### config.mk
export PLATFORM = sky130hd
export DESIGN_NAME = ech_handler
export DESIGN_NICKNAME = d
export VERILOG_FILES = /design/src/hdl/ech_pkg.sv /design/src/hdl/ech_handler.sv /design/src/hdl/ech_sync.sv
export VERILOG_INCLUDE_DIRS = /design/src /design/src/hdl
export SDC_FILE = /design/constraint.sdc
export NUM_CORES = 1
export LEC_CHECK = 0
export ABC_AREA = 1
export BUFFER_PORTS_ARGS = -buffer_cell sky130_fd_sc_hd__buf_2
export CORE_MARGIN = 5
export CORE_UTILIZATION = 35
export DETAILED_ROUTE_END_ITERATION = 12
export SYNTH_ARGS = -nofsm -noshare
export SYNTH_HDL_FRONTEND = slang
export SYNTH_SLANG_ARGS = --single-unit
### constraint.sdc
create_clock -name i_clk_sys -period 6 [get_ports i_clk_sys]
set_input_delay 1.2 -clock i_clk_sys [delete_from_list [all_inputs] [get_ports i_clk_sys]]
set_output_delay 1.2 -clock i_clk_sys [all_outputs]
set_load 0.05 [all_outputs]
### src/hdl/ech_cfg.svh
// register map, field positions, reset values and framing counts
`ifndef ECH_CFG_SVH
`define ECH_CFG_SVH

`define ECH_ADDR_W       4
`define ECH_ADDR_CFG     4'h0
`define ECH_ADDR_CMD     4'h4
`define ECH_ADDR_RXCCT   4'h8
`define ECH_ADDR_STATUS  4'hC

`define ECH_F_CHAN_HI    7
`define ECH_F_CHAN_LO    0
`define ECH_F_PROTO_HI   9
`define ECH_F_PROTO_LO   8
`define ECH_F_FCS        10
`define ECH_F_ABORT      11
`define ECH_F_MASK       12
`define ECH_F_MODE_HI    15
`define ECH_F_MODE_LO    13

`define ECH_CMD_TXACT    0
`define ECH_CMD_RXACT    1
`define ECH_CMD_RXJUMP   2

`define ECH_CFG_RST      16'h0000
`define ECH_CCT_RST      16'h0000

`define ECH_PROTO_INTERSYSTEM_LINK_PROTOCOL   2'h2
`define ECH_FCS_INTERSYSTEM_LINK_PROTOCOL     1'b1
`define ECH_DIR_TX       1'b1
`define ECH_DIR_RX       1'b0

`define ECH_MODE_T1      3'h1
`define ECH_MODE_E1      3'h2
`define ECH_MODE_E1X2    3'h3
`define ECH_MODE_E1X4    3'h4
`define ECH_FRM_T1       11'h0C1
`define ECH_FRM_E1       11'h100
`define ECH_FRM_E1X2     11'h200
`define ECH_FRM_E1X4     11'h400

`define ECH_P_TXEOB      0
`define ECH_P_RXEOB      1
`define ECH_P_FRAME_RECOVERED_EVENT       2
`define ECH_P_TXONR      3
`define ECH_P_TXBUFF     4
`define ECH_P_RXONR      5
`define ECH_P_RXBUFF     6
`define ECH_P_ALIGNMENT_CHANGE_ERROR       7
`define ECH_P_OOF        8
`define ECH_NPEND        9

`endif

### src/hdl/ech_pkg.sv
// types of the channel event and error handler
package ech_pkg;

  typedef enum logic [1:0] {
    ECH_CH_OFF  = 2'h0,
    ECH_CH_RUN  = 2'h1,
    ECH_CH_SUSP = 2'h3
  } ech_ch_e;

  typedef enum logic [3:0] {
    ECH_C_NONE = 4'h0,
    ECH_C_EOB  = 4'h1,
    ECH_C_FRAME_RECOVERED_EVENT = 4'h2,
    ECH_C_ONR  = 4'h3,
    ECH_C_FIFO_RUN_ERROR = 4'h4,
    ECH_C_ALIGNMENT_CHANGE_ERROR = 4'h5,
    ECH_C_OOF  = 4'h6
  } ech_code_e;

  typedef struct packed {
    ech_ch_e     tx_st;
    ech_ch_e     rx_st;
    logic [13:0] tx_cnt;
    logic [13:0] rx_cnt;
    logic [8:0]  pend;
    logic        idv;
    ech_code_e   idcode;
    logic        iddir;
    logic        tx_next;
    logic        rx_flush;
    logic        lclk_q;
    logic        receive_frame_sync_q;
    logic        oof_q;
    logic        locked;
    logic [10:0] bit_cnt;
    logic [15:0] cfg;
    logic [15:0] cct;
    logic [31:0] rd_data;
  } ech_state_s;

endpackage : ech_pkg

### src/hdl/ech_handler.sv
// transparent channel event and error handler with descriptor poster
// How it works
// - tx buffer end posts event, dir 1
// - no message-end code is ever posted
// - tx buffer end steps to next descriptor
// - rx buffer end posts event, dir 0
// - frame return posts recovery unless masked
// - tx host-owned buffer: ownership error, suspend
// - tx fifo underrun: error, idle, suspend
// - rx overflow, no buffer: error, flush, deactivate
// - rx overrun with buffer: error, flush, suspend
// - rx restart by activate, jump, table write
// - unexpected sync rise in framed modes: alignment error
// - abort flag picks keep or suspend on alignment
// - frame loss posts error, flushes rx fifo
// - frame loss, no abort: write ones, auto-resume
// - frame loss with abort: suspend, host reactivates
// - fcs 1 and protocol 2 select link protocol
// - empty and no owned buffer: error, idle
//
// The plain strobed port and the register addresses were chosen for this implementation.
`timescale 1ns/1ps
`default_nettype none

`include "ech_cfg.svh"

module ech_handler
  import ech_pkg::*;
(
  input  wire logic                   i_clk_sys,
  input  wire logic                   i_reset,
  input  wire logic                   i_ce,
  input  wire logic [`ECH_ADDR_W-1:0] i_addr,
  input  wire logic [31:0]            i_wr_data,
  input  wire logic                   i_wr_en,
  input  wire logic                   i_rd_en,
  output logic      [31:0]            o_rd_data,
  input  wire logic                   i_link_clk,
  input  wire logic                   i_receive_frame_sync,
  input  wire logic                   i_frame_loss,
  input  wire logic                   i_tx_octet,
  input  wire logic [13:0]            i_tx_buffer_length_field,
  input  wire logic                   i_tx_buffer_end_event_enable,
  input  wire logic                   i_tx_desc_fetch,
  input  wire logic                   i_tx_dev_owns,
  input  wire logic                   i_tx_fifo_empty,
  input  wire logic                   i_tx_bit_need,
  input  wire logic                   i_rx_octet,
  input  wire logic [13:0]            i_rx_buffer_length_field,
  input  wire logic                   i_rx_buffer_end_event_enable,
  input  wire logic                   i_rx_fifo_ovf,
  input  wire logic                   i_rx_dev_owns,
  output logic                        o_tx_next_desc,
  output logic                        o_tx_idle_code,
  output logic                        o_tx_bus_en,
  output logic                        o_rx_next_desc,
  output logic                        o_rx_bus_en,
  output logic                        o_rx_store_en,
  output logic                        o_rx_fill_ones,
  output logic                        o_rx_flush,
  output logic                        o_intersystem_link_protocol,
  output logic                        o_idesc_valid,
  input  wire logic                   i_idesc_ready,
  output logic      [7:0]             o_idesc_chan,
  output logic      [3:0]             o_idesc_code,
  output logic                        o_idesc_dir
);

  localparam ech_state_s RST = '{
    tx_st: ECH_CH_OFF, rx_st: ECH_CH_OFF, tx_cnt: 14'h0000, rx_cnt: 14'h0000,
    pend: 9'h000, idv: 1'b0, idcode: ECH_C_NONE, iddir: 1'b0, tx_next: 1'b0,
    rx_flush: 1'b0, lclk_q: 1'b0, receive_frame_sync_q: 1'b0, oof_q: 1'b0, locked: 1'b0,
    bit_cnt: 11'h000, cfg: `ECH_CFG_RST, cct: `ECH_CCT_RST, rd_data: 32'h0000_0000};

  ech_state_s s_r;
  ech_state_s s_nxt;

  logic [2:0]            sy;
  logic [`ECH_NPEND-1:0] ev_set;
  logic [`ECH_NPEND-1:0] ev_clr;
  logic                  tx_run;
  logic                  rx_run;
  logic                  tx_done;
  logic                  rx_done;
  logic                  lclk_rise;
  logic                  sync_rise;
  logic                  oof_rise;
  logic                  oof_fall;
  logic                  framed;
  logic [10:0]           frm_last;
  logic                  abort;
  logic                  rx_restart;
  logic                  tx_onr;
  logic                  tx_fifo_run_error;
  logic                  rx_onr;
  logic                  rx_fifo_run_error;
  logic                  alignment_change_error;

  ech_sync #(
    .W(3)
  ) u_sync (
    .i_clk_sys (i_clk_sys),
    .i_reset   (i_reset),
    .i_ce      (i_ce),
    .i_async   ({i_frame_loss, i_receive_frame_sync, i_link_clk}),
    .o_sync    (sy)
  );

  // frame length of the configured port mode
  always_comb begin
    framed   = 1'b1;
    frm_last = 11'h000;
    unique case (s_r.cfg[`ECH_F_MODE_HI:`ECH_F_MODE_LO])
      `ECH_MODE_T1:   frm_last = `ECH_FRM_T1 - 11'h001;
      `ECH_MODE_E1:   frm_last = `ECH_FRM_E1 - 11'h001;
      `ECH_MODE_E1X2: frm_last = `ECH_FRM_E1X2 - 11'h001;
      `ECH_MODE_E1X4: frm_last = `ECH_FRM_E1X4 - 11'h001;
      default:        framed = 1'b0;
    endcase
  end

  assign abort      = s_r.cfg[`ECH_F_ABORT];
  assign tx_run     = (s_r.tx_st == ECH_CH_RUN);
  assign rx_run     = (s_r.rx_st == ECH_CH_RUN);
  assign lclk_rise  = sy[0] & ~s_r.lclk_q;
  assign sync_rise  = lclk_rise & sy[1] & ~s_r.receive_frame_sync_q;
  assign oof_rise   = sy[2] & ~s_r.oof_q;
  assign oof_fall   = ~sy[2] & s_r.oof_q;
  assign tx_done    = tx_run & i_tx_octet & (s_r.tx_cnt + 14'h0001 >= i_tx_buffer_length_field);
  assign rx_done    = rx_run & i_rx_octet & (s_r.rx_cnt + 14'h0001 >= i_rx_buffer_length_field);
  // host-owned buffer when data is needed, or drained with nothing owned
  assign tx_onr     = tx_run & ~i_tx_dev_owns & (i_tx_desc_fetch | (i_tx_fifo_empty & i_tx_bit_need));
  assign tx_fifo_run_error    = tx_run & i_tx_dev_owns & i_tx_fifo_empty & i_tx_bit_need;
  assign rx_onr     = rx_run & i_rx_fifo_ovf & ~i_rx_dev_owns;
  assign rx_fifo_run_error    = rx_run & i_rx_fifo_ovf & i_rx_dev_owns;
  assign alignment_change_error       = sync_rise & framed & s_r.locked & (s_r.bit_cnt != frm_last);
  assign rx_restart = i_wr_en & ((i_addr == `ECH_ADDR_RXCCT) |
                      ((i_addr == `ECH_ADDR_CMD) &
                       (i_wr_data[`ECH_CMD_RXACT] | i_wr_data[`ECH_CMD_RXJUMP])));

  // events raised this cycle
  always_comb begin
    ev_set                = '0;
    ev_set[`ECH_P_TXEOB]  = tx_done & i_tx_buffer_end_event_enable;
    ev_set[`ECH_P_RXEOB]  = rx_done & i_rx_buffer_end_event_enable;
    ev_set[`ECH_P_FRAME_RECOVERED_EVENT]   = oof_fall & ~s_r.cfg[`ECH_F_MASK];
    ev_set[`ECH_P_TXONR]  = tx_onr;
    ev_set[`ECH_P_TXBUFF] = tx_fifo_run_error;
    ev_set[`ECH_P_RXONR]  = rx_onr;
    ev_set[`ECH_P_RXBUFF] = rx_fifo_run_error;
    ev_set[`ECH_P_ALIGNMENT_CHANGE_ERROR]   = alignment_change_error;
    ev_set[`ECH_P_OOF]    = oof_rise;
  end

  always_comb begin
    s_nxt          = s_r;
    ev_clr         = '0;
    s_nxt.tx_next  = 1'b0;
    s_nxt.rx_flush = 1'b0;
    s_nxt.rd_data  = 32'h0000_0000;

    // register port
    if (i_wr_en) begin
      unique case (i_addr)
        `ECH_ADDR_CFG: s_nxt.cfg = i_wr_data[15:0];
        `ECH_ADDR_CMD: begin
          if (i_wr_data[`ECH_CMD_TXACT]) begin
            s_nxt.tx_st  = ECH_CH_RUN;
            s_nxt.tx_cnt = 14'h0000;
          end
        end
        `ECH_ADDR_RXCCT: s_nxt.cct = i_wr_data[15:0];
        default: ;
      endcase
    end
    if (rx_restart) begin
      s_nxt.rx_st  = ECH_CH_RUN;
      s_nxt.rx_cnt = 14'h0000;
    end
    if (i_rd_en) begin
      unique case (i_addr)
        `ECH_ADDR_CFG:    s_nxt.rd_data = {16'h0000, s_r.cfg};
        `ECH_ADDR_RXCCT:  s_nxt.rd_data = {16'h0000, s_r.cct};
        `ECH_ADDR_STATUS: s_nxt.rd_data = {16'h0000, s_r.pend[7:0], s_r.locked, s_r.oof_q,
                                           o_intersystem_link_protocol, 1'b0, s_r.rx_st, s_r.tx_st};
        default:          s_nxt.rd_data = 32'h0000_0000;
      endcase
    end

    // buffer length counting, next descriptor on end
    if (tx_run & i_tx_octet) begin
      s_nxt.tx_cnt = s_r.tx_cnt + 14'h0001;
    end
    if (tx_done) begin
      s_nxt.tx_cnt  = 14'h0000;
      s_nxt.tx_next = 1'b1;
    end
    if (rx_run & i_rx_octet) begin
      s_nxt.rx_cnt = s_r.rx_cnt + 14'h0001;
    end
    if (rx_done) begin
      s_nxt.rx_cnt = 14'h0000;
    end

    // transmit errors stop the channel
    if (tx_onr | tx_fifo_run_error) begin
      s_nxt.tx_st = ECH_CH_SUSP;
    end

    // receive errors
    if (rx_onr) begin
      s_nxt.rx_st    = ECH_CH_OFF;
      s_nxt.rx_flush = 1'b1;
    end else if (rx_fifo_run_error) begin
      s_nxt.rx_st    = ECH_CH_SUSP;
      s_nxt.rx_flush = 1'b1;
    end

    // link clock edges and frame flywheel
    s_nxt.lclk_q = sy[0];
    if (lclk_rise) begin
      s_nxt.receive_frame_sync_q = sy[1];
      if (!framed) begin
        s_nxt.locked  = 1'b0;
        s_nxt.bit_cnt = 11'h000;
      end else if (sync_rise) begin
        s_nxt.locked  = 1'b1;
        s_nxt.bit_cnt = 11'h000;
      end else begin
        s_nxt.bit_cnt = (s_r.bit_cnt >= frm_last) ? 11'h000 : s_r.bit_cnt + 11'h001;
      end
    end
    if (alignment_change_error & abort & (s_nxt.rx_st != ECH_CH_OFF)) begin
      s_nxt.rx_st    = ECH_CH_SUSP;
      s_nxt.rx_flush = 1'b1;
    end

    // frame loss tracking
    s_nxt.oof_q = sy[2];
    if (oof_rise) begin
      s_nxt.rx_flush = 1'b1;
      if (abort & (s_nxt.rx_st != ECH_CH_OFF)) begin
        s_nxt.rx_st = ECH_CH_SUSP;
      end
    end

    // descriptor poster, lowest index first
    if (!s_r.idv || i_idesc_ready) begin
      s_nxt.idv = 1'b0;
      for (int k = `ECH_NPEND - 1; k >= 0; k--) begin
        if (s_r.pend[k]) begin
          s_nxt.idv = 1'b1;
          ev_clr    = '0;
          ev_clr[k] = 1'b1;
        end
      end
      unique case (1'b1)
        ev_clr[`ECH_P_TXEOB]:  {s_nxt.idcode, s_nxt.iddir} = {ECH_C_EOB, `ECH_DIR_TX};
        ev_clr[`ECH_P_RXEOB]:  {s_nxt.idcode, s_nxt.iddir} = {ECH_C_EOB, `ECH_DIR_RX};
        ev_clr[`ECH_P_FRAME_RECOVERED_EVENT]:   {s_nxt.idcode, s_nxt.iddir} = {ECH_C_FRAME_RECOVERED_EVENT, `ECH_DIR_RX};
        ev_clr[`ECH_P_TXONR]:  {s_nxt.idcode, s_nxt.iddir} = {ECH_C_ONR, `ECH_DIR_TX};
        ev_clr[`ECH_P_TXBUFF]: {s_nxt.idcode, s_nxt.iddir} = {ECH_C_FIFO_RUN_ERROR, `ECH_DIR_TX};
        ev_clr[`ECH_P_RXONR]:  {s_nxt.idcode, s_nxt.iddir} = {ECH_C_ONR, `ECH_DIR_RX};
        ev_clr[`ECH_P_RXBUFF]: {s_nxt.idcode, s_nxt.iddir} = {ECH_C_FIFO_RUN_ERROR, `ECH_DIR_RX};
        ev_clr[`ECH_P_ALIGNMENT_CHANGE_ERROR]:   {s_nxt.idcode, s_nxt.iddir} = {ECH_C_ALIGNMENT_CHANGE_ERROR, `ECH_DIR_RX};
        ev_clr[`ECH_P_OOF]:    {s_nxt.idcode, s_nxt.iddir} = {ECH_C_OOF, `ECH_DIR_RX};
        default: ; // no message-end code exists
      endcase
    end
    // new events win over the clear of the same bit
    s_nxt.pend = (s_r.pend & ~ev_clr) | ev_set;
  end

  always_ff @(posedge i_clk_sys) begin
    if (i_reset) begin
      s_r <= RST;
    end else if (i_ce) begin
      s_r <= s_nxt;
    end
  end

  assign o_rd_data                   = s_r.rd_data;
  assign o_tx_next_desc              = s_r.tx_next;
  assign o_tx_idle_code              = ~tx_run;
  assign o_tx_bus_en                 = tx_run;
  assign o_rx_next_desc              = rx_done;
  assign o_rx_bus_en                 = rx_run & ~(s_r.oof_q & abort);
  assign o_rx_store_en               = rx_run & ~(s_r.oof_q & abort);
  assign o_rx_fill_ones              = rx_run & s_r.oof_q & ~abort;
  assign o_rx_flush                  = s_r.rx_flush;
  assign o_intersystem_link_protocol = (s_r.cfg[`ECH_F_FCS] == `ECH_FCS_INTERSYSTEM_LINK_PROTOCOL) &&
                                       (s_r.cfg[`ECH_F_PROTO_HI:`ECH_F_PROTO_LO] == `ECH_PROTO_INTERSYSTEM_LINK_PROTOCOL);
  assign o_idesc_valid               = s_r.idv;
  assign o_idesc_chan                = s_r.cfg[`ECH_F_CHAN_HI:`ECH_F_CHAN_LO];
  assign o_idesc_code                = s_r.idcode;
  assign o_idesc_dir                 = s_r.iddir;

  property p_tx_eob;
    @(posedge i_clk_sys) disable iff (i_reset)
    (i_ce && tx_done && i_tx_buffer_end_event_enable) |=> s_r.pend[`ECH_P_TXEOB];
  endproperty
  a_tx_eob: assert property (p_tx_eob) else $error("tx buffer end not raised");
  property p_no_eom;
    @(posedge i_clk_sys) disable iff (i_reset)
    o_idesc_valid |-> (o_idesc_code inside {ECH_C_EOB, ECH_C_FRAME_RECOVERED_EVENT, ECH_C_ONR, ECH_C_FIFO_RUN_ERROR, ECH_C_ALIGNMENT_CHANGE_ERROR, ECH_C_OOF});
  endproperty
  a_no_eom: assert property (p_no_eom) else $error("illegal descriptor code");
  property p_tx_next;
    @(posedge i_clk_sys) disable iff (i_reset)
    (i_ce && tx_done) |=> (o_tx_next_desc && s_r.tx_cnt == 14'h0000);
  endproperty
  a_tx_next: assert property (p_tx_next) else $error("no next descriptor step");
  property p_rx_eob;
    @(posedge i_clk_sys) disable iff (i_reset)
    (i_ce && rx_done && i_rx_buffer_end_event_enable) |=> s_r.pend[`ECH_P_RXEOB];
  endproperty
  a_rx_eob: assert property (p_rx_eob) else $error("rx buffer end not raised");
  property p_frame_recovered_event;
    @(posedge i_clk_sys) disable iff (i_reset)
    (i_ce && oof_fall && !s_r.cfg[`ECH_F_MASK]) |=> s_r.pend[`ECH_P_FRAME_RECOVERED_EVENT];
  endproperty
  a_frame_recovered_event: assert property (p_frame_recovered_event) else $error("frame recovery not raised");
  property p_tx_onr;
    @(posedge i_clk_sys) disable iff (i_reset)
    (i_ce && tx_run && i_tx_desc_fetch && !i_tx_dev_owns && !i_wr_en)
      |=> (s_r.tx_st == ECH_CH_SUSP && !o_tx_bus_en && s_r.pend[`ECH_P_TXONR]);
  endproperty
  a_tx_onr: assert property (p_tx_onr) else $error("tx ownership error mishandled");
  property p_tx_fifo_run_error;
    @(posedge i_clk_sys) disable iff (i_reset)
    (i_ce && tx_fifo_run_error && !i_wr_en) |=> (o_tx_idle_code && s_r.pend[`ECH_P_TXBUFF]);
  endproperty
  a_tx_fifo_run_error: assert property (p_tx_fifo_run_error) else $error("tx underrun mishandled");
  property p_rx_onr;
    @(posedge i_clk_sys) disable iff (i_reset)
    (i_ce && rx_onr && !rx_restart) |=> (s_r.rx_st == ECH_CH_OFF && o_rx_flush);
  endproperty
  a_rx_onr: assert property (p_rx_onr) else $error("rx ownership error mishandled");
  property p_rx_fifo_run_error;
    @(posedge i_clk_sys) disable iff (i_reset)
    (i_ce && rx_fifo_run_error && !rx_restart) |=> (s_r.rx_st == ECH_CH_SUSP && o_rx_flush && !o_rx_bus_en);
  endproperty
  a_rx_fifo_run_error: assert property (p_rx_fifo_run_error) else $error("rx overrun mishandled");

  property p_intersystem_link_protocol;
    @(posedge i_clk_sys) disable iff (i_reset)
    (i_ce && i_wr_en && i_addr == `ECH_ADDR_CFG && i_wr_data[`ECH_F_FCS] &&
     i_wr_data[`ECH_F_PROTO_HI:`ECH_F_PROTO_LO] == `ECH_PROTO_INTERSYSTEM_LINK_PROTOCOL) |=> o_intersystem_link_protocol;
  endproperty
  a_intersystem_link_protocol: assert property (p_intersystem_link_protocol) else $error("link protocol not selected");

  property p_dir;
    @(posedge i_clk_sys) disable iff (i_reset)
    (o_idesc_valid && o_idesc_code inside {ECH_C_FRAME_RECOVERED_EVENT, ECH_C_ALIGNMENT_CHANGE_ERROR, ECH_C_OOF}) |-> o_idesc_dir == `ECH_DIR_RX;
  endproperty
  a_dir: assert property (p_dir) else $error("wrong descriptor direction");

  c_alignment_change_error: cover property (@(posedge i_clk_sys) disable iff (i_reset) i_ce && alignment_change_error);
  c_oof:  cover property (@(posedge i_clk_sys) disable iff (i_reset) i_ce && oof_rise && rx_run);
  c_post: cover property (@(posedge i_clk_sys) disable iff (i_reset) o_idesc_valid && i_idesc_ready);
  c_eob:  cover property (@(posedge i_clk_sys) disable iff (i_reset) i_ce && tx_done);

endmodule : ech_handler

`default_nettype wire

### src/hdl/ech_sync.sv
// two-flop synchroniser for pins from outside the clock domain
`timescale 1ns/1ps
`default_nettype none

module ech_sync #(
  parameter int W = 1
) (
  input  wire logic         i_clk_sys,
  input  wire logic         i_reset,
  input  wire logic         i_ce,
  input  wire logic [W-1:0] i_async,
  output logic      [W-1:0] o_sync
);

  typedef struct packed {
    logic [W-1:0] s1;
    logic [W-1:0] s2;
  } ech_sync_s;

  ech_sync_s s_r;
  ech_sync_s s_nxt;

  always_comb begin
    s_nxt    = s_r;
    s_nxt.s1 = i_async;
    s_nxt.s2 = s_r.s1;
  end

  always_ff @(posedge i_clk_sys) begin
    if (i_reset) begin
      s_r <= '0;
    end else if (i_ce) begin
      s_r <= s_nxt;
    end
  end

  assign o_sync = s_r.s2;

endmodule : ech_sync

`default_nettype wire

# Word level (Yosys, flattened, before mapping)
# Index checks and enable logic that the tools add are counted.
classes:
  addsub: 3
  n_lt_le_gt_ge: 3
  n_eq_ne: 12
  muxes: 52
  bitwise_logic: 50
  reduce_logical: 24
ops:
  columns: ["op", "count"]
  rows:
  - ["14-bit 2-to-1 mux", 8]
  - ["9-bit 2-to-1 mux", 11]
  - ["16-bit one-hot mux with 3 select lines", 1]
  - ["5-bit one-hot mux with 9 select lines", 1]
  - ["10-bit one-hot mux with 4 select lines", 1]
  - ["1-bit bitwise AND", 33]
  - ["14-bit by 1-bit adder with 14-bit output, second input constant", 2]
  - ["14-bit greater-or-equal comparator", 2]
  - ["11-bit 2-to-1 mux", 2]
  - ["2-bit 2-to-1 mux", 10]
  - ["1-bit 2-to-1 mux", 16]
  - ["16-bit 2-to-1 mux", 1]
  - ["12-bit 2-to-1 mux", 1]
  - ["3-bit AND reduction", 4]
  - ["3-bit nonzero test", 4]
  - ["11-bit by 1-bit adder with 11-bit output, second input constant", 1]
  - ["11-bit greater-or-equal comparator", 1]
  - ["11-bit inequality test", 1]
  - ["1-bit inverter", 10]
  - ["2-bit nonzero test", 5]
  - ["9-bit bitwise AND", 1]
  - ["9-bit inverter", 1]
  - ["9-bit OR", 1]
  - ["9-bit nonzero test", 1]
  - ["16 further kinds", 25]
word_totals:
  register_bits: 134
  in_bits: 83

# Depth between registers and ports, before layout
# Gate-level depths: netlist of the first run.
depth:
  ltp_word: 14
  ltp_mapped: 17

# Modules after synthesis
# A second synthesis of the first run with hierarchy kept.
hier_totals:
  cells_unflattened: 1059
  hier_area_um2: 7354.6
modules_own_cells:
  columns: ["mod", "n_inst", "cells_each", "area_each_um2", "seq_area_each_um2"]
  rows:
  - ["ech_handler", 1, 1021, 7106.8, 2222.1]
  - ["ech_sync", 1, 38, 247.7, 120.1]

# Least setup slack after synthesis of the first run
# Ideal clock, no wire load.
synth_timing:
  path_kind: "in2out"
  from: "input port i_rx_buffer_length_field[13]"
  to: "output port o_rx_next_desc"
  arrival_time_ns: 2.618
  required_time_ns: 4.800
  slack_ns: 2.182
  stages: 10
  path_cell_list: "inv_1 > ha_1 > nand2_2 > nor2_2 > and3_1 > nand2_1 > nand2_1 > nor2_2 > or2_2 > inv_1"
synth_between:
  elab_chain_cells: 2
synth_lines:
  columns: ["item", "line", "rtl"]
  rows:
  - ["from (decl)", "ech_handler.sv:49", "input wire logic [13:0] i_rx_buffer_length_field,"]
  - ["14-bit greater-or-equal comparator", "ech_handler.sv:130", "assign rx_done = rx_run & i_rx_octet & (s_r.rx_cnt + 14'h0001 >= i_rx_buffer_length_field);"]
  - ["1-bit bitwise AND", "ech_handler.sv:130", null]
  - ["to (decl)", "ech_handler.sv:56", "output logic o_rx_next_desc,"]
# No other way between the ends.

# Worst setup path after layout of the first run
layout_timing:
  from: "register s_r[96] in the netlist's numbering"
  to: "output port o_rx_next_desc"
layout_between:
  elab_chain_cells: 3
layout_lines:
  columns: ["item", "line", "rtl"]
  rows:
  - ["from (decl)", "ech_handler.sv:75", "ech_state_s s_r;"]
  - ["from (signal assigned)", "ech_handler.sv:278", "s_r <= s_nxt;"]
  - ["14-bit by 1-bit adder with 14-bit output", "ech_handler.sv:130", null]
  - ["14-bit greater-or-equal comparator", "ech_handler.sv:130", null]
  - ["1-bit bitwise AND", "ech_handler.sv:130", null]
# No other way between the ends.

==> metrics.yaml, run 1 <==
outcome:
  outcome: "finished, final reports clean"
power:
  internal_power_uw: 1430
  finalPower_uw: 1970
  ir_worst_vdd_uv: 139
  pwr_density_cell_mw_per_mm2: 241
  pwr-share-comb_pct: 8.9
  power.net_switching_uw: 546
  p_seq_share_pct: 40.3
  p_sw_share_pct: 27.7
  clkPwrFrac_pct: 50.8
  leakagePower_uw: 0.00367
synthesis:
  largest_family_of_logic_cells_by_synthesized_area: "simple AND/OR/NAND/NOR gates"
  netlist_cell_types: 45
  postSynthCellCount: 1030
  synth-seq-cells: 117
  synth-compound-area-share_pct: 15.0
  synth_seq_area_share_pct: 32.6
  yosys.area_share.simple_pct: 27.0
  netlist_top_cells_area: "sky130_fd_sc_hd__dfxtp_1 (33%), sky130_fd_sc_hd__nand2_1 (11%), sky130_fd_sc_hd__a21oi_1 (7.7%), sky130_fd_sc_hd__inv_1 (7.1%), sky130_fd_sc_hd__ha_1 (7.1%)"
  syn_area_per_cell_um2: 6.98
  synth_async_sr_flop_share_pct: 0
  yosys.area.top_type: "sky130_fd_sc_hd__dfxtp_1"
  synth_top_cell_area_share_pct: 32.6
  synthMuxAreaShare_pct: 0
  post_synth_fa_ha_maj_area_fraction_pct: 7.13
  synth_enable_flop_cells: 0
  synthesis.area_mm2: 0.00719
  synth_top_flop_cell: "sky130_fd_sc_hd__dfxtp_1"
  yosys.area_share.xor_xnor_pct: 3.48
  synth.yosys.warnings: 0
floorplanning:
  num_io_pins: 138
  design.core.area_mm2: 0.0202
  die_height_um: 153
  design.die.area_mm2: 0.0235
  die_width_um: 153
  num_rows: 52
  initial_core_util_pct: 35.6
worst_setup_path:
  crit_path_top_delay_cell: "sky130_fd_sc_hd__dfxtp_1"
  crit_required_ns: 4.80
  critical_path_arrival_ns: 3.27
  path_max_fanout: 15
  timing.critical_path.slowest_cell_delay_ns: 0.40
  setup.worst_path.start_class: "flop"
  end_kind: "output pin"
  timing.critical_path.cells: "ha_1, nand2_1, nor2_2, nand3_1, xor2_1, inv_1, ha_1, nand2_1, inv_1, nand2_1, nor3_1, nor2_2, buf_4, or2_2, inv_1, buf_2"
  criticalPathCategory: "flop to output pin"
timing:
  timing_hold_violations_final: 0
  report.final.setup_viol: 0
  slew-limit-headroom_pct: 39.7
  fin_setup_tns_ns: 0
  worst_pin_slew_ns: 0.903
  final_critical_path_setup_slack_ns: 1.53
  clock.fmax_mhz: 224
  grt_setup_unrepaired: "no"
  timing_max_transition_violations_final: 0
  fin_worst_skew_ns: 0.00853
  final_period_utilization_pct: 74.5
  finalCriticalPeriod_ns: 4.47
clocking:
  post_cts_resized: 0
  clkSlewWorstSetupHoldPaths_ns: 0.06
  clock_sink_count: 117
  insertion_delay_ns: 0.42
  clock-root-buffer: "sky130_fd_sc_hd__clkbuf_16"
  cts_tree: "yes"
  post_cts_hold_buffer_count: 0
  postCtsSetupBuffers: 0
  clock_path_buffers: 2
  cts_buffers: 17
  htree_levels: 4
job:
  maxCapViolCount: 0
grt:
  grt_pass1_wl_um: 30300
  grt_start_max_net_pins: 68
  antenna_found_initial: 1
  via_count_of_the_first_global_routing_pass: 6217
  gr-total-overflow: 0
  combined_global_route_utilization_of_all_metal_layers_pct: 15.5
drt:
  dr_vias: 6427
  drt-total-wl_um: 18300
  final_antenna_net_count: 0
  vias_per_cell: 4.67
  detail_route.iter0.violations: 373
  drt-pass1-iter-count: 5
  detail_route.wl_per_cell_um: 13.3
  drc_errors: 0
placement:
  port_buffers: 104
  gp_congestion: 0.807
  placement.setup.worst_slack_ns: 1.88
  hpwl_um: 13500
  placed_cells: 1345
finish:
  nFillCells: 2154
  multiInputGateArea_mm2: 0.00384
  final_cell_count_without_fillers: 1377
  commonest_non_fill_non_tap_cells_in_the_layout: "sky130_fd_sc_hd__nand2_1 (217), sky130_fd_sc_hd__inv_1 (137), sky130_fd_sc_hd__dfxtp_1 (117), sky130_fd_sc_hd__a21oi_1 (110), sky130_fd_sc_hd__buf_2 (104)"
  mostFrequentLayoutCell: "sky130_fd_sc_hd__nand2_1"
  diodes: 0
  seq_area_mm2: 0.00234
  final_layout_size_suffix_gt1_share_pct: 17.7
  finalNetCount: 1218
  syn_to_final_growth_pct: 14.0
worst_hold_path:
  hold_path_class: "flop to flop"
[synth_stat cells (4+ instances only)]
master                     number
sky130_fd_sc_hd__nor3_1        14
sky130_fd_sc_hd__o21bai_1       4
sky130_fd_sc_hd__nor2_4         6
sky130_fd_sc_hd__nor2_1        71
sky130_fd_sc_hd__nand2_2        4
sky130_fd_sc_hd__xnor2_1        4
sky130_fd_sc_hd__nand2_1      217
sky130_fd_sc_hd__inv_2         10
sky130_fd_sc_hd__o21ai_0       54
sky130_fd_sc_hd__nor2_2        14
sky130_fd_sc_hd__ha_1          41
sky130_fd_sc_hd__a21oi_1      110
sky130_fd_sc_hd__nand3_1       65
sky130_fd_sc_hd__nand4_1       13
sky130_fd_sc_hd__buf_4         50
sky130_fd_sc_hd__o221ai_1      10
sky130_fd_sc_hd__inv_1        137
sky130_fd_sc_hd__nor3_2         5
sky130_fd_sc_hd__o22ai_1        4
sky130_fd_sc_hd__dfxtp_1      117
sky130_fd_sc_hd__xor2_1        19
sky130_fd_sc_hd__clkbuf_1      12
sky130_fd_sc_hd__buf_2         10
[sequential cells by signal (all words and copies together), names as in the netlist]
register        flops
s_r                79
o_rd_data          16
o_idesc_chan        8
o_idesc_code        3
u_sync.o_sync       3
u_sync.s_nxt        3
abort               1
o_idesc_dir         1
o_idesc_valid       1
o_rx_flush          1
o_tx_next_desc      1
[critical path: cells and delay by family, from the launching register on]
kind                       cells  cell delay, ns
and+or+nand+nor                8            1.15
buffers and inverters          5            0.66
DFF                            1            0.40
xor gates and xnor gates       1            0.15
adders and majority gates      2            0.49
[cells by family (layout without fill, tap and decap cells)]
family          count (synthesis)  after routing
simple gates                  424            424
buf+inv                       225            286
xor+xnor                       26             26
flops                         117            117
fa+ha+maj                      41             41
other cells                     1             17
compound gates                196            196
[area by class of cell]
| class | count | share of cell area, % |
|---|---|---|
| clock buffers | 18 | 5.35 |
| clock inverters | 14 | 1.74 |
| inverters | 147 | 6.73 |
| multi-input cells | 704 | 46.9 |
| flip-flops and latches | 117 | 28.6 |
| well taps | 270 | 4.12 |
| repair buffers | 107 | 6.62 |
[power groups by stage]
stage | clock network (uW) | registers (uW) | logic [uW]
floorplan | 0 | 814 | 132
global placement | 0 | 812 | 175
detailed placement | 0 | 812 | 176
CTS | 1030 | 795 | 177
global route | 1070 | 796 | 196
finish | 1000 | 795 | 175
[worst paths after layout]
kind,from,end,slack [ns],depth (start not counted)
setup / recovery,s_r[96],o_rx_next_desc,1.53,16
hold / removal,s_r[36],s_r[36],0.45,2
setup reg to reg,s_r[110],s_r[116],3.03,14
hold reg to reg,s_r[36],s_r[36],0.45,2
[per-stage QoR]
step                utilization, %  cell area, um^2  hold WS, ns
global placement              37.7             7620        0.440
floorplan                        -             7250        0.429
finish                        40.5             8200        0.453
CTS                           40.5             8200        0.456
global route                  40.5             8200        0.470
detailed placement            37.7             7620        0.447
[metal layers]
metal / GRT usage (%) / part of all wire [%] / vias to the layer above
li1: - / - / 3404
met5: 0 / 0.038 / -
met4: 3.20 / 0.71 / 2
met3: 3.96 / 3.5 / 13
met1: 19.8 / 47 / 2915
met2: 26.5 / 49 / 93
(Power assumes the default switching activity.)
==> run 2: changes to the inputs <==
==> constraint.sdc (replaced) <==
create_clock -name i_clk_sys -period 4.1 [get_ports i_clk_sys]
set_input_delay 0.82 -clock i_clk_sys [delete_from_list [all_inputs] [get_ports i_clk_sys]]
set_output_delay 0.82 -clock i_clk_sys [all_outputs]
set_load 0.05 [all_outputs]
==> run 2 against run 1 <==
Register-to-register slack lost 1.9 ns. Global-route usage grew 0.17 points. Sequential share of layout area shrank 0.16 points. Hold slack gained 0.00073 ns. Clock-buffer cell count is the same. Power grew 50%. Largest cell class unchanged.
==> metrics.yaml, run 2 (synthesized netlist as in run 1, its figures left out) <==
outcome:
  outcome: "finished, final reports clean"
worst_hold_path:
  hold_path_class: "flop to flop"
  min_to: "s_r[35]"
  min_delay_path_depth: 2
  min_from: "s_r[35]"
floorplanning:
  die_height_um: 153
  num_io_pins: 138
  initial_core_util_pct: 35.6
  design.die.area_mm2: 0.0235
  num_rows: 52
  die_width_um: 153
  design.core.area_mm2: 0.0202
drt:
  dr_vias: 6493
  vias_per_cell: 4.71
  drt-pass1-iter-count: 5
  drt-total-wl_um: 18300
  drc_errors: 0
  detail_route.wl_per_cell_um: 13.3
  final_antenna_net_count: 0
  detail_route.iter0.violations: 314
timing:
  clock.fmax_mhz: 261
  grt_setup_unrepaired: "no"
  fin_setup_tns_ns: 0
  finalCriticalPeriod_ns: 3.83
  slew-limit-headroom_pct: 38.9
  final_period_utilization_pct: 93.5
  worst_pin_slew_ns: 0.915
  timing_max_transition_violations_final: 0
  report.final.setup_viol: 0
  timing_hold_violations_final: 0
  fin_worst_skew_ns: 0.00633
grt:
  via_count_of_the_first_global_routing_pass: 6211
  grt_pass1_wl_um: 30300
  antenna_found_initial: 1
  gr-total-overflow: 0
  grt_start_max_net_pins: 45
  combined_global_route_utilization_of_all_metal_layers_pct: 15.6
worst_setup_path:
  timing.critical_path.slowest_cell_delay_ns: 0.39
  timing.critical_path.buf_inv: 2
  critical_path_arrival_ns: 3.01
  end_kind: "output pin"
  crit_required_ns: 3.28
  reg2reg_to: "s_r[112]"
  path_delay_family: "simple AND/OR/NAND/NOR gates"
  crit_path_top_delay_cell: "sky130_fd_sc_hd__dfxtp_1"
  worstRegToRegCells: 14
  r2r_start: "s_r[110]"
  timing.critical_path.cells: "ha_1, nand2_1, nor2_2, nand3_1, xor2_1, ha_1, nand2_2, nor2_2, and3_1, nand2_1, nand2_1, nor2_2, or2_2, inv_1, buf_2"
  setup.worst_path.start_class: "flop"
  criticalPathCategory: "flop to output pin"
  path_max_fanout: 4
  regToRegSetupSlack_ns: 1.09
placement:
  port_buffers: 104
  gp_congestion: 0.809
  hpwl_um: 13600
  dpl_cell_area_mm2: 0.00763
clocking:
  clock_path_buffers: 2
  post_cts_resized: 0
  insertion_delay_ns: 0.41
  htree_levels: 4
  clock_sink_count: 117
  postCtsSetupBuffers: 0
  clock-root-buffer: "sky130_fd_sc_hd__clkbuf_16"
  cts_buffers: 17
  post_cts_hold_buffer_count: 0
  clkSlewWorstSetupHoldPaths_ns: 0.06
  cts_tree: "yes"
power:
  internal_power_uw: 2200
  p_sw_share_pct: 25.7
  power.net_switching_uw: 761
  clkPwrFrac_pct: 52.0
  pwr_density_cell_mw_per_mm2: 359
  finalPower_uw: 2960
  p_seq_share_pct: 39.3
  ir_worst_vdd_uv: 212
  pwr-share-comb_pct: 8.7
  leakagePower_uw: 0.00369
job:
  maxCapViolCount: 0
finish:
  finish.instance_area_mm2: 0.00825
  multiInputGateArea_mm2: 0.00385
  finalNetCount: 1219
  commonest_non_fill_non_tap_cells_in_the_layout: "sky130_fd_sc_hd__nand2_1 (217), sky130_fd_sc_hd__inv_1 (137), sky130_fd_sc_hd__dfxtp_1 (117), sky130_fd_sc_hd__a21oi_1 (110), sky130_fd_sc_hd__buf_2 (104)"
  register_with_the_highest_flop_count: "s_r"
  mostFrequentLayoutCell: "sky130_fd_sc_hd__nand2_1"
  largest_register_ffs: 79
  syn_to_final_growth_pct: 14.6
  final_layout_size_suffix_gt1_share_pct: 17.9
  nFillCells: 2182
  seq_area_mm2: 0.00234
  diodes: 0
==> run 2: changes by cell type in the layout (fill, tap and decap cells not counted) <==
| cell | delta |
|---|---|
| sky130_fd_sc_hd__buf_4 | +1 |
| sky130_fd_sc_hd__bufinv_16 | +2 |
| sky130_fd_sc_hd__clkinv_2 | +2 |
| sky130_fd_sc_hd__inv_6 | -3 |
| sky130_fd_sc_hd__inv_8 | -1 |
| sky130_fd_sc_hd__nor3_1 | -1 |
| sky130_fd_sc_hd__nor3_2 | +1 |
==> run 2: how the worst max path moves through the flow <==
stage | start | to | slack (ns) | cells after the start
floorplan | s_r[96] | o_rx_next_desc | 0.87 | 14
global placement | s_r[96] | o_rx_next_desc | 0.64 | 15
detailed placement | s_r[96] | o_rx_next_desc | 0.65 | 15
CTS | s_r[96] | o_rx_next_desc | 0.16 | 15
global route | s_r[96] | o_rx_next_desc | 0.003 | 15
finish | s_r[96] | o_rx_next_desc | 0.27 | 15
==> run 2: power by group through the flow <==
stage	sequential (uW)	clock, uW	combinational [uW]
final	1160	1540	256
after global routing	1170	1630	289
after CTS	1160	1580	260
after detailed placement	1190	0	259
after global placement	1190	0	256
after floorplan	1190	0	193
==> run 2: area by class of cell <==
| type | instances | area share [%] |
|---|---|---|
| inverter | 147 | 6.69 |
| clock inverter | 14 | 2.12 |
| sequential | 117 | 28.4 |
| tap | 270 | 4.10 |
| multi-input combinational | 704 | 46.7 |
| timing repair buffer | 108 | 6.68 |
| clock buffer | 18 | 5.33 |
==> run 2: stage by stage <==
step                hold WS, ns  std cells  setup slack [ns]  util (%)
floorplan                 0.429       1046             0.871         -
global placement          0.439       1346             0.638      37.7
detailed placement        0.447       1346             0.652      37.7
CTS                       0.455       1378             0.156      40.7
global route              0.475       1378           0.00292      40.8
finish                    0.454       1378             0.266      40.8
==> run 2: metal layers <==
| metal | up-vias | wire length (um) | track usage, % | share of wire, % |
|---|---|---|---|---|
| li1 | 3409 | - | - | - |
| met1 | 2937 | 8510 | 20.3 | 46 |
| met2 | 135 | 8800 | 26.3 | 48 |
| met3 | 10 | 896 | 4.07 | 4.9 |
| met4 | 2 | 117 | 3.28 | 0.64 |
| met5 | - | 20 | 0 | 0.11 |
==> run 2: worst reg2reg max path, stage by stage, from the launching register on <==
cell	delay (ns)
sky130_fd_sc_hd__dfxtp_1	0.44
sky130_fd_sc_hd__ha_1	0.30
sky130_fd_sc_hd__nand2_1	0.08
sky130_fd_sc_hd__nor2_1	0.24
sky130_fd_sc_hd__nand3_1	0.18
sky130_fd_sc_hd__xnor2_2	0.18
sky130_fd_sc_hd__ha_1	0.27
sky130_fd_sc_hd__nand2_1	0.09
sky130_fd_sc_hd__nor2_1	0.08
sky130_fd_sc_hd__and3_1	0.14
sky130_fd_sc_hd__nand2_1	0.08
sky130_fd_sc_hd__nand2_1	0.06
sky130_fd_sc_hd__nor2_2	0.49
sky130_fd_sc_hd__nand3_1	0.15
sky130_fd_sc_hd__a21oi_1	0.15
==> run 3: changes to the inputs <==
==> constraint.sdc (replaced) <==
create_clock -name i_clk_sys -period 4.26 [get_ports i_clk_sys]
set_input_delay 0.852 -clock i_clk_sys [delete_from_list [all_inputs] [get_ports i_clk_sys]]
set_output_delay 0.852 -clock i_clk_sys [all_outputs]
set_load 0.05 [all_outputs]
==> run 3 against run 2 <==
Clock-buffer cell count grew 1. Clock skew increased by 0.0086 ns. Sequential power is 3% lower. Worst setup slack gained 0.055 ns. Die area stayed put. Power down 5.1%. Sequential share of layout area increased by 0.10 points. Largest power group unchanged. First-iteration DRC count is 8.9% higher. Global-route usage grew 0.12 points. Cell area fell by 0.36%. Hold slack lost 0.0018 ns. Non-clock buffer count is the same.
==> metrics.yaml, run 3 (synthesized netlist as in run 1, its figures left out) <==
outcome:
  outcome: "finished, final reports clean"
worst_hold_path:
  hold_path_class: "flop to flop"
  min_to: "s_r[42]"
  min_delay_path_depth: 2
  min_from: "s_r[42]"
job:
  maxCapViolCount: 0
clocking:
  cts_buffers: 17
  clock_path_buffers: 2
  insertion_delay_ns: 0.42
  cts_tree: "yes"
  post_cts_hold_buffer_count: 0
  clkSlewWorstSetupHoldPaths_ns: 0.06
  htree_levels: 4
  clock_sink_count: 117
  clock-root-buffer: "sky130_fd_sc_hd__clkbuf_16"
  postCtsSetupBuffers: 0
  post_cts_resized: 0
grt:
  grt_start_max_net_pins: 46
  grt_pass1_wl_um: 30500
  via_count_of_the_first_global_routing_pass: 6251
  combined_global_route_utilization_of_all_metal_layers_pct: 15.8
  antenna_found_initial: 1
  gr-total-overflow: 0
worst_setup_path:
  critical_path_arrival_ns: 3.09
  criticalPathCategory: "flop to output pin"
  r2r_start: "s_r[110]"
  path_max_fanout: 4
  crit_required_ns: 3.41
  setup.worst_path.start_class: "flop"
  reg2reg_to: "s_r[123]"
  worstRegToRegCells: 14
  end_kind: "output pin"
  regToRegSetupSlack_ns: 1.32
drt:
  vias_per_cell: 4.72
  detail_route.iter0.violations: 342
  dr_vias: 6494
  final_antenna_net_count: 0
  drt-total-wl_um: 18400
  drt-pass1-iter-count: 5
  drc_errors: 0
  detail_route.wl_per_cell_um: 13.3
power:
  pwr_density_cell_mw_per_mm2: 342
  finalPower_uw: 2810
  ir_worst_vdd_uv: 197
  leakagePower_uw: 0.00368
placement:
  gp_congestion: 0.805
  hpwl_um: 13700
  port_buffers: 104
  dpl_cell_area_mm2: 0.00763
  placement.setup.worst_slack_ns: 0.768
finish:
  finalNetCount: 1219
  final_layout_size_suffix_gt1_share_pct: 17.5
  mostFrequentLayoutCell: "sky130_fd_sc_hd__nand2_1"
  diodes: 0
  largest_register_ffs: 79
  finish.instance_area_mm2: 0.00822
  register_with_the_highest_flop_count: "s_r"
  syn_to_final_growth_pct: 14.2
  commonest_non_fill_non_tap_cells_in_the_layout: "sky130_fd_sc_hd__nand2_1 (217), sky130_fd_sc_hd__inv_1 (137), sky130_fd_sc_hd__dfxtp_1 (117), sky130_fd_sc_hd__a21oi_1 (110), sky130_fd_sc_hd__buf_2 (104)"
floorplanning:
  design.die.area_mm2: 0.0235
  die_width_um: 153
  design.core.area_mm2: 0.0202
  die_height_um: 153
  initial_core_util_pct: 35.6
  num_rows: 52
  num_io_pins: 138
timing:
  timing_hold_violations_final: 0
  grt_setup_unrepaired: "no"
  fin_worst_skew_ns: 0.0149
  final_critical_path_setup_slack_ns: 0.321
  worst_pin_slew_ns: 0.942
  timing_max_transition_violations_final: 0
  fin_setup_tns_ns: 0
  final_period_utilization_pct: 92.5
  clock.fmax_mhz: 254
  finalCriticalPeriod_ns: 3.94
  slew-limit-headroom_pct: 37.1
  report.final.setup_viol: 0
## run 3: changes by cell type in the layout (fill, tap and decap cells not counted)
cell and change:
sky130_fd_sc_hd__nor3_1 +1, sky130_fd_sc_hd__clkbuf_1 +2, sky130_fd_sc_hd__clkinvlp_4 -2, sky130_fd_sc_hd__inv_6 -2, sky130_fd_sc_hd__nor3_2 -1, sky130_fd_sc_hd__clkinv_2 +1, sky130_fd_sc_hd__clkinv_4 +1, sky130_fd_sc_hd__clkbuf_8 -1
## run 3: layout make-up
class | instances | area [um^2]
Multi-Input combinational cell | 704 | 3840
Sequential cell | 117 | 2340
Timing Repair Buffer | 108 | 551
Clock inverter | 12 | 156
Inverter | 147 | 552
Fill cell | 2148 | 12000
Clock buffer | 19 | 433
Tap cell | 270 | 338
## run 3: how the worst max path moves through the flow
stage | startpoint | to | slack [ns]
after global routing | s_r[96] | o_rx_next_desc | 0.08
after global placement | s_r[96] | o_rx_next_desc | 0.77
after detailed placement | s_r[96] | o_rx_next_desc | 0.77
after CTS | s_r[96] | o_rx_next_desc | 0.29
after floorplan | s_r[96] | o_rx_next_desc | 1.0
final | s_r[96] | o_rx_next_desc | 0.32
## run 3: per-stage QoR
stage          cells  util (%)  hold WS [ns]
6_report        1377      40.6         0.452
5_1_grt         1377      40.6         0.472
4_1_cts         1377      40.6         0.454
3_5_place_dp    1346      37.7         0.446
3_3_place_gp    1346      37.7         0.440
2_1_floorplan   1046         -         0.429
## run 3: power by group
| group | leakage, uW | switching, uW | total (uW) | internal [uW] |
|---|---|---|---|---|
| combinational | 0.00245 | 179 | 247 | 67.3 |
| clock | 0.000287 | 525 | 1440 | 917 |
| sequential | 0.000946 | 10.5 | 1120 | 1110 |
## run 3: layer usage
| layer | vias up | track usage, % | wire length [um] |
|---|---|---|---|
| met3 | 14 | 4.41 | 881 |
| met5 | - | 0 | 7 |
| met4 | 2 | 3.66 | 153 |
| li1 | 3397 | - | - |
| met2 | 122 | 26.1 | 8760 |
| met1 | 2959 | 20.5 | 8560 |
## run 3: worst max-delay path, cell delays in order (launching register included)
cell	delay (ns)
sky130_fd_sc_hd__dfxtp_1	0.39
sky130_fd_sc_hd__ha_1	0.21
sky130_fd_sc_hd__nand2_1	0.07
sky130_fd_sc_hd__nor2_2	0.20
sky130_fd_sc_hd__nand3_1	0.14
sky130_fd_sc_hd__xor2_1	0.15
sky130_fd_sc_hd__inv_1	0.09
sky130_fd_sc_hd__ha_1	0.27
sky130_fd_sc_hd__nand2_1	0.04
sky130_fd_sc_hd__inv_1	0.07
sky130_fd_sc_hd__nand2_1	0.05
sky130_fd_sc_hd__nor3_1	0.31
sky130_fd_sc_hd__nor2_2	0.10
sky130_fd_sc_hd__or2_2	0.29
sky130_fd_sc_hd__inv_1	0.05
sky130_fd_sc_hd__buf_2	0.25
